**config.mk**
```make
export PLATFORM = sky130hd
export DESIGN_NAME = cmp_ctrl
export DESIGN_NICKNAME = d
export VERILOG_FILES = /design/src/shared/cmp_pkg.sv /design/src/logic/cmp_sync2.sv /design/src/logic/cmp_edge_flag.sv /design/src/logic/cmp_ctrl.sv
export SDC_FILE = /design/constraint.sdc
export NUM_CORES = 1
export LEC_CHECK = 0
export ABC_AREA = 1
export BUFFER_PORTS_ARGS = -buffer_cell sky130_fd_sc_hd__buf_2
export CAP_MARGIN = 20
export CORE_AREA = 2 2 73 75
export DETAILED_ROUTE_END_ITERATION = 8
export DIE_AREA = 0 0 75 77
export PLACE_DENSITY = 0.88
export SLEW_MARGIN = 15
export SYNTH_ARGS = -nofsm -noshare
export SYNTH_HDL_FRONTEND = slang
export SYNTH_SLANG_ARGS = --single-unit
```
**constraint.sdc**
```tcl
create_clock -name CORE_CLK_I -period 2.3 [get_ports CORE_CLK_I]
set_clock_uncertainty 0.15 [all_clocks]
set_input_delay 0.23 -clock CORE_CLK_I [delete_from_list [all_inputs] [get_ports CORE_CLK_I]]
set_output_delay 0.23 -clock CORE_CLK_I [all_outputs]
set_load 0.05 [all_outputs]
```
**src/shared/cmp_pkg.sv**
```systemverilog
// constants shared by the comparator control logic
package cmp_pkg;

  // control word a: bit positions, writable mask and reset value
  localparam int CA_ON_BIT = 7;
  localparam int CA_RES_BIT = 6;
  localparam int CA_OE_BIT = 5;
  localparam int CA_POL_BIT = 4;
  localparam int CA_SP_BIT = 2;
  localparam int CA_HYS_BIT = 1;
  localparam int CA_SYNC_BIT = 0;
  localparam logic [7:0] CA_WMASK = 8'hb7;
  localparam logic [7:0] CA_RST = 8'h04; // speed_sel resets to normal speed

  // control word b: bit positions, writable mask and reset value
  localparam int CB_RISE_BIT = 7;
  localparam int CB_FALL_BIT = 6;
  localparam int CB_PCH_LSB = 4;
  localparam int CB_NCH_LSB = 0;
  localparam logic [7:0] CB_WMASK = 8'hf7;
  localparam logic [7:0] CB_RST = 8'h00;

  // widths
  localparam int POS_W = 4;
  localparam int NEG_W = 6;
  localparam int NEG_PIN_N = 4;
  localparam int PORT_W = 8;

  // non-inverting source codes
  localparam logic [1:0] POS_PIN = 2'h0;
  localparam logic [1:0] POS_DAC = 2'h1;
  localparam logic [1:0] POS_FVR = 2'h2;
  localparam logic [1:0] POS_GND = 2'h3;

  // inverting source codes; codes 6 and 7 fall back to analog ground
  localparam logic [2:0] NEG_PIN0 = 3'h0;
  localparam logic [2:0] NEG_PIN3 = 3'h3;
  localparam logic [2:0] NEG_AGND = 3'h4;
  localparam logic [2:0] NEG_FVR2 = 3'h5;
  localparam int NEG_AGND_IDX = 4;
  localparam int NEG_FVR2_IDX = 5;

endpackage

```
**src/logic/cmp_sync2.sv**
```systemverilog
// two-flop synchroniser for levels arriving from outside the clock domain
module cmp_sync2 #(
  parameter int W = 1
) (
  input wire logic clk_i,
  input wire logic nrst_i,
  input wire logic ce_i,
  input wire logic [W-1:0] d_i,
  output logic [W-1:0] q_o
);

  logic [W-1:0] meta_q;
  logic [W-1:0] sync_q;

  // first stage feeds only the second stage
  always_ff @(posedge clk_i or negedge nrst_i) begin
    if (!nrst_i) begin
      meta_q <= '0;
      sync_q <= '0;
    end else if (ce_i) begin
      meta_q <= d_i;
      sync_q <= meta_q;
    end
  end

  assign q_o = sync_q;

endmodule

```
**src/logic/cmp_edge_flag.sv**
```systemverilog
// edge detectors on the registered result and the sticky event flag
module cmp_edge_flag (
  input wire logic clk_i,
  input wire logic nrst_i,
  input wire logic ce_i,
  input wire logic level_i,
  input wire logic rise_en_i,
  input wire logic fall_en_i,
  input wire logic clr_i,
  output logic rise_o,
  output logic fall_o,
  output logic flag_o
);

  logic prev_q;
  logic flag_q;
  logic set_w;

  // previous instruction cycle's result
  always_ff @(posedge clk_i or negedge nrst_i) begin
    if (!nrst_i) begin
      prev_q <= 1'b0;
    end else if (ce_i) begin
      prev_q <= level_i;
    end
  end

  assign rise_o = level_i & ~prev_q;
  assign fall_o = ~level_i & prev_q;
  assign set_w = ce_i & ((rise_o & rise_en_i) | (fall_o & fall_en_i));

  // set wins over a clear in the same cycle
  always_ff @(posedge clk_i or negedge nrst_i) begin
    if (!nrst_i) begin
      flag_q <= 1'b0;
    end else if (set_w) begin
      flag_q <= 1'b1;
    end else if (ce_i && clr_i) begin
      flag_q <= 1'b0;
    end
  end

  assign flag_o = flag_q;

endmodule

```
**src/logic/cmp_ctrl.sv**
```systemverilog
// comparator digital control: enables, polarity, pin override, sync, events
// Summary of operation
// - comparator runs only while comparator_on is set; clear means lowest current.
// - raw result is high when non-inverting input exceeds inverting input.
// - reported result is raw result, complemented when invert_sel is one.
// - adjusted result readable as cmp_result_bit and as mirror_result_bit.
// - pin driven with the result only with output enable, pin set as output, comparator on; without output enable the latch drives it if the pin is an output.
// - output enable replaces port latch on the pin; comparator_on does not.
// - internal result registered each instruction cycle; pin unlatched unless synced.
// - speed_sel resets to one, normal speed; zero selects low power.
// - hysteresis applied only while hyst_en is set.
// - result offered to gate_timer as a gate-control source.
// - with timer_sync_en, result captured on gate clock falling edge and forwarded.
// - capture uses the prescaler output when the timer uses a prescaler.
// - timer counts on rising edge, capture on falling edge, so no race.
// - rising and falling detectors set the event flag when enabled.
// - only software clears the event flag; a same-cycle edge keeps it set.
// - request goes out only with event, peripheral and global gates set.
// - detectors watch adjusted result, so polarity or enable toggles raise events.
// - two-bit pos_input_sel picks pin, reference converter, fixed reference or ground.
// - all inputs disconnected while comparator_on is clear.
// - three-bit neg_input_sel picks four pins, analog ground or second reference buffer.
// - selected inverting pin shared with an enabled amplifier takes the amplifier output.
// - port read returns zero for pins configured as analog.
module cmp_ctrl (
  input wire logic CORE_CLK_I,
  input wire logic NRST_I,
  input wire logic CLK_EN_I,
  input wire logic RAW_CMP_I,
  input wire logic GATE_CLK_I,
  input wire logic CTRL_A_WR_I,
  input wire logic [7:0] CTRL_A_DATA_I,
  input wire logic CTRL_B_WR_I,
  input wire logic [7:0] CTRL_B_DATA_I,
  input wire logic PIN_DIR_I,
  input wire logic PORT_LATCH_I,
  input wire logic [cmp_pkg::NEG_PIN_N-1:0] OPAMP_EN_I,
  input wire logic EVENT_FLAG_CLR_I,
  input wire logic EVENT_ENABLE_I,
  input wire logic PERIPH_IRQ_GATE_I,
  input wire logic GLOBAL_IRQ_GATE_I,
  input wire logic [cmp_pkg::PORT_W-1:0] PORT_PINS_I,
  input wire logic [cmp_pkg::PORT_W-1:0] ANALOG_SEL_I,
  output logic [7:0] CTRL_A_O,
  output logic [7:0] CTRL_B_O,
  output logic MIRROR_RESULT_O,
  output logic ANALOG_EN_O,
  output logic SPEED_SEL_O,
  output logic HYST_EN_O,
  output logic [cmp_pkg::POS_W-1:0] POS_SEL_O,
  output logic [cmp_pkg::NEG_W-1:0] NEG_SEL_O,
  output logic NEG_OPAMP_O,
  output logic CMP_PIN_O,
  output logic CMP_PIN_OE_O,
  output logic GATE_SRC_O,
  output logic EVENT_FLAG_O,
  output logic IRQ_REQ_O,
  output logic [cmp_pkg::PORT_W-1:0] PORT_READ_O
);
  import cmp_pkg::*;

  // one-hot decode of the non-inverting selector
  function automatic logic [POS_W-1:0] pos_onehot(input logic [1:0] code);
    logic [POS_W-1:0] v;
    v = '0;
    unique case (code)
      POS_PIN: v[0] = 1'b1;
      POS_DAC: v[1] = 1'b1;
      POS_FVR: v[2] = 1'b1;
      POS_GND: v[3] = 1'b1;
    endcase
    return v;
  endfunction

  // one-hot decode of the inverting selector; spare codes go to ground
  function automatic logic [NEG_W-1:0] neg_onehot(input logic [2:0] code);
    logic [NEG_W-1:0] v;
    v = '0;
    if (code <= NEG_PIN3) begin
      v[code[1:0]] = 1'b1;
    end else if (code == NEG_FVR2) begin
      v[NEG_FVR2_IDX] = 1'b1;
    end else begin
      v[NEG_AGND_IDX] = 1'b1;
    end
    return v;
  endfunction

  localparam int SYNC_W = PORT_W + 2;

  logic [7:0] ctrl_a_q;
  logic [7:0] ctrl_b_q;
  logic [SYNC_W-1:0] sync_w;
  logic raw_s;
  logic gate_clk_s;
  logic [PORT_W-1:0] port_s;
  logic on_w;
  logic pol_w;
  logic oe_w;
  logic sync_en_w;
  logic [1:0] pch_w;
  logic [2:0] nch_w;
  logic res_live;
  logic res_q;
  logic gate_clk_prev_q;
  logic gate_fall_w;
  logic cap_q;
  logic pin_res_w;
  logic [POS_W-1:0] pos_sel_q;
  logic [NEG_W-1:0] neg_sel_q;
  logic neg_opamp_q;
  logic [PORT_W-1:0] port_rd_q;
  logic rise_w;
  logic fall_w;
  logic flag_w;

  // analog result, gate clock and port pins all come from outside the domain
  cmp_sync2 #(
    .W(SYNC_W)
  ) u_sync (
    .clk_i(CORE_CLK_I),
    .nrst_i(NRST_I),
    .ce_i(CLK_EN_I),
    .d_i({RAW_CMP_I, GATE_CLK_I, PORT_PINS_I}),
    .q_o(sync_w)
  );

  assign raw_s = sync_w[SYNC_W-1];
  assign gate_clk_s = sync_w[SYNC_W-2];
  assign port_s = sync_w[PORT_W-1:0];

  // control words written by software, reserved bits held at zero
  always_ff @(posedge CORE_CLK_I or negedge NRST_I) begin
    if (!NRST_I) begin
      ctrl_a_q <= CA_RST;
    end else if (CLK_EN_I && CTRL_A_WR_I) begin
      ctrl_a_q <= CTRL_A_DATA_I & CA_WMASK;
    end
  end

  always_ff @(posedge CORE_CLK_I or negedge NRST_I) begin
    if (!NRST_I) begin
      ctrl_b_q <= CB_RST;
    end else if (CLK_EN_I && CTRL_B_WR_I) begin
      ctrl_b_q <= CTRL_B_DATA_I & CB_WMASK;
    end
  end

  // field views
  assign on_w = ctrl_a_q[CA_ON_BIT];
  assign pol_w = ctrl_a_q[CA_POL_BIT];
  assign oe_w = ctrl_a_q[CA_OE_BIT];
  assign sync_en_w = ctrl_a_q[CA_SYNC_BIT];
  assign pch_w = ctrl_b_q[CB_PCH_LSB+:2];
  assign nch_w = ctrl_b_q[CB_NCH_LSB+:3];

  // a disabled comparator reads as low before polarity, so toggling
  // comparator_on or invert_sel still moves the adjusted result
  assign res_live = (on_w & raw_s) ^ pol_w;

  // internal result latched once per instruction cycle
  always_ff @(posedge CORE_CLK_I or negedge NRST_I) begin
    if (!NRST_I) begin
      res_q <= 1'b0;
    end else if (CLK_EN_I) begin
      res_q <= res_live;
    end
  end

  // readback: result bit merged into control word a and the mirror
  always_comb begin
    CTRL_A_O = ctrl_a_q;
    CTRL_A_O[CA_RES_BIT] = res_q;
  end
  assign CTRL_B_O = ctrl_b_q;
  assign MIRROR_RESULT_O = res_q;

  // analog-side enables
  assign ANALOG_EN_O = on_w;
  assign SPEED_SEL_O = ctrl_a_q[CA_SP_BIT];
  assign HYST_EN_O = on_w & ctrl_a_q[CA_HYS_BIT];

  // gate clock arrives already divided by the prescaler when one is used;
  // capturing on its falling edge keeps clear of the timer's rising count edge
  always_ff @(posedge CORE_CLK_I or negedge NRST_I) begin
    if (!NRST_I) begin
      gate_clk_prev_q <= 1'b0;
    end else if (CLK_EN_I) begin
      gate_clk_prev_q <= gate_clk_s;
    end
  end

  assign gate_fall_w = gate_clk_prev_q & ~gate_clk_s;

  always_ff @(posedge CORE_CLK_I or negedge NRST_I) begin
    if (!NRST_I) begin
      cap_q <= 1'b0;
    end else if (CLK_EN_I && gate_fall_w) begin
      cap_q <= res_live;
    end
  end

  // pin and timer see the live value unless sync is on; the live value
  // is only as fresh as the two-flop synchroniser allows
  assign pin_res_w = sync_en_w ? cap_q : res_live;
  assign GATE_SRC_O = pin_res_w;

  // output enable overrides the port latch regardless of comparator_on,
  // but with output enable the driver only opens with the pin set as output and comparator on
  assign CMP_PIN_O = oe_w ? pin_res_w : PORT_LATCH_I;
  assign CMP_PIN_OE_O = ~PIN_DIR_I & (~oe_w | on_w);

  // input routing, all open while the comparator is off
  always_ff @(posedge CORE_CLK_I or negedge NRST_I) begin
    if (!NRST_I) begin
      pos_sel_q <= '0;
      neg_sel_q <= '0;
      neg_opamp_q <= 1'b0;
    end else if (CLK_EN_I) begin
      pos_sel_q <= on_w ? pos_onehot(pch_w) : '0;
      neg_sel_q <= on_w ? neg_onehot(nch_w) : '0;
      neg_opamp_q <= on_w && (nch_w <= NEG_PIN3) && OPAMP_EN_I[nch_w[1:0]];
    end
  end

  assign POS_SEL_O = pos_sel_q;
  assign NEG_SEL_O = neg_sel_q;
  assign NEG_OPAMP_O = neg_opamp_q;

  // port read masks analog pins to zero
  always_ff @(posedge CORE_CLK_I or negedge NRST_I) begin
    if (!NRST_I) begin
      port_rd_q <= '0;
    end else if (CLK_EN_I) begin
      port_rd_q <= port_s & ~ANALOG_SEL_I;
    end
  end

  assign PORT_READ_O = port_rd_q;

  // edge detection and the sticky event flag
  cmp_edge_flag u_edge (
    .clk_i(CORE_CLK_I),
    .nrst_i(NRST_I),
    .ce_i(CLK_EN_I),
    .level_i(res_q),
    .rise_en_i(ctrl_b_q[CB_RISE_BIT]),
    .fall_en_i(ctrl_b_q[CB_FALL_BIT]),
    .clr_i(EVENT_FLAG_CLR_I),
    .rise_o(rise_w),
    .fall_o(fall_w),
    .flag_o(flag_w)
  );

  assign EVENT_FLAG_O = flag_w;

  // request needs every gate; the edge enables already qualify the flag
  assign IRQ_REQ_O = flag_w & EVENT_ENABLE_I & PERIPH_IRQ_GATE_I
                     & GLOBAL_IRQ_GATE_I;

  logic edge_set_w;
  assign edge_set_w = CLK_EN_I && ((rise_w && ctrl_b_q[CB_RISE_BIT])
                      || (fall_w && ctrl_b_q[CB_FALL_BIT]));
endmodule

```
==> flow_summary.ini <==
[run_status]
status = complete, no violations

[synth]
synth_area_mm2 = 0.00237
synth_adder_area_share = 0
synth_top_family_by_area = simple AND/OR/NAND/NOR gates
syn_area_per_cell_um2 = 9.40
synth_mux_area_frac = 0.0317
syn_inst = 252
synth_compound_area_frac = 0.101
yosysUniqueCellTypes = 20
synth-simple-area-share = 0.180
synthXorXnorAreaFrac = 0
ys_ff_latch = 57
yosys_warnings = 0
yosysSeqAreaShare = 0.602

[clocking]
cts.reportedPaths.clkPinSlew_ns = 0.07
cts_tree = yes
root_buffer = clkbuf_8
cts_buffers = 9
post_cts_buffers = 0
ctsLongestPathBuffers = 2
clk_latency_ns = 0.33
post_cts_resized = 0
htreeDepth = 3
holdBufCountCts = 26
cts_sinks = 57

[global_route]
grt_use_total = 0.200
grt_pass1_vias = 2076
grt.overflow.total = 0
antenna_found_initial = 0
grt_max_degree = 58
grt_pass1_wl_um = 8720

[placement]
place.gp.congestion = 0.747
hpwl_um = 3290
port_buffers = 87
dpl_cell_area_mm2 = 0.00280

[worst_setup_path]
end_kind = primary output
worstSetupStartpointType = flop
criticalPathCategory = flop to primary output
r2r-start = ctrl_a_q[7]$_DFFE_PN0P_
cp.required_ns = 1.92
reg2reg_depth = 4
crit_fanout = 8
reg2reg_to = NEG_SEL_O[0]$_DFFE_PN0P_
worstPathArrival_ns = 1.41
reg2reg_slack_ns = 0.96

[pwr]
peakVddDrop_mv = 0.496
power_density_mw_per_mm2 = 888
leakage_nw = 1.78

[floorplanning]
initial_core_util = 0.476
dieArea_mm2 = 0.00578
io_pins = 93
std_cell_rows = 26
die_width_um = 75
die_h_um = 77
coreArea_mm2 = 0.00498

[timing]
fin_crit_sh = 0.776
post-route-min-period_ns = 1.79
slew_viol_final = 0
tightestPinTransition_ns = 0.697
finalSetupViolCount = 0
max_freq_mhz = 560
hold_violations = 0
maxSlewHeadroom = 0.536
rsz0062_at_grt = false
setup_tns_ns = 0

[drt]
avgViaCountPerCell = 4.68
routed_wl_um = 5230
post_drt_wl_per_cell_um = 11.9
dr.pass1.iters = 4
antenna_left = 0
vias = 2050
drc = 0
drt-initial-drc-count = 70

[layout]
diodes = 0
area_delta_synth_final_pct = 37.8
fin_util = 0.656
stdcell_area_mm2 = 0.00326
fin_nets = 412
drive_above_1_share = 0.313

[hold_path]
min-delay-start = CTRL_A_DATA_I[5]
min_to = ctrl_a_q[5]$_DFFE_PN0P_
holdPathStages = 3
min_path_type = input port to flop

[flow_run]
cap_violations = 0
## Yosys cell counts (all sizes together)
library cell	instances	area, um^2
a21oi	7	35.0
a22o	5	43.8
and2	1	6.26
buf	16	113
conb	1	3.75
dfrtp	56	1400
dfstp	1	26.3
inv	23	86.3
mux2	6	75.1
nand2	81	309
nand3	9	45.0
nor2	16	60.1
nor3	1	5.00
o21ai	23	115
o31ai	6	45.0
## metrics by stage
stage          cells  hold WS (ns)  setup WS (ns)  power, mW
2_1_floorplan    253        -0.216          0.464       1.76
3_3_place_gp     396         0.252          0.728       1.92
3_5_place_dp     396         0.265          0.661       1.93
4_1_cts          438       0.00293          0.488       2.93
5_1_grt          438       0.00630          0.329       3.04
6_report         438       0.00784          0.515       2.90
## critical path, cell delays in order, from the launching register on
cell and delay, ns:
dfrtp_1 0.46, nand2_1 0.09, nand2_1 0.06, nand3_1 0.09, nand3_1 0.07, nand2_1 0.05, buf_2 0.25
## layout make-up
type	count	area, um^2
Clock buffer	11	151
Clock inverter	5	53.8
Fill cell	394	1710
Inverter	23	86.3
Multi-Input combinational cell	157	747
Sequential cell	57	1430
Tap cell	70	87.6
Timing Repair Buffer	115	711
## placed cells by master, fill, tap and decap left out
cell	synthesis	layout
a21oi_1	7	7
a22o_1	5	5
and2_1	1	1
buf_2	6	87
buf_4	8	2
bufinv_16	0	1
clkbuf_8	0	11
clkinv_2	0	3
clkinv_4	0	1
conb_1	1	2
dfrtp_1	56	56
dfstp_2	1	1
dlygate4sd3_1	0	26
inv_1	22	22
inv_2	1	1
mux2_2	4	4
mux2_4	2	2
nand2_1	79	79
nand2_2	2	2
nand3_1	9	9
nor2_1	16	16
nor3_1	1	1
o21ai_0	23	23
o31ai_1	6	6
## sequential cells by signal (all words and copies together) (netlist names)
register	flops
u_sync.q_o	10
gate_clk_prev_q	1
ctrl_a_q	6
PORT_READ_O	8
cap_q	1
u_edge.flag_o	1
NEG_SEL_O	6
CTRL_B_O	7
MIRROR_RESULT_O	1
u_edge.prev_q	1
u_sync.meta_q	10
NEG_OPAMP_O	1
POS_SEL_O	4
## routing by layer
layer  part of all wire  vias to the layer above  routed length (um)  GRT usage
met1               0.42                      948                2180      0.225
met5                  0                        -                   0          0
met4              0.021                        0                 111      0.105
li1                   -                     1012                   -          -
met3              0.055                       13                 287     0.0473
met2               0.51                       77                2650      0.342
## worst max-delay path by stage
stage / end / startpoint / slack, ns / cells after the start
after floorplan: CMP_PIN_OE_O / ctrl_a_q[7]$_DFFE_PN0P_ / 0.46 / 2
after detailed placement: cap_q$_DFFE_PN0P_ / CLK_EN_I / 0.66 / 4
final: CMP_PIN_O / ctrl_a_q[7]$_DFFE_PN0P_ / 0.51 / 6
after global routing: CMP_PIN_O / ctrl_a_q[7]$_DFFE_PN0P_ / 0.33 / 5
after global placement: cap_q$_DFFE_PN0P_ / CLK_EN_I / 0.73 / 4
after CTS: CMP_PIN_O / ctrl_a_q[7]$_DFFE_PN0P_ / 0.49 / 6
## cells by family after synthesis
group / count (synthesis)
buffers and inverters: 39
DFF: 57
AOI/OAI and AO/OA: 41
other: 1
muxes: 6
and+or+nand+nor: 108
## where the power goes
group / leakage [nW] / internal (mW) / switching [mW]
sequential: 0.709 / 1.12 / 0.0784
clock: 0.109 / 0.555 / 0.394
combinational: 0.960 / 0.206 / 0.544
total: 1.78 / 1.88 / 1.02
No activity file was read; power rests on OpenSTA's default activity.
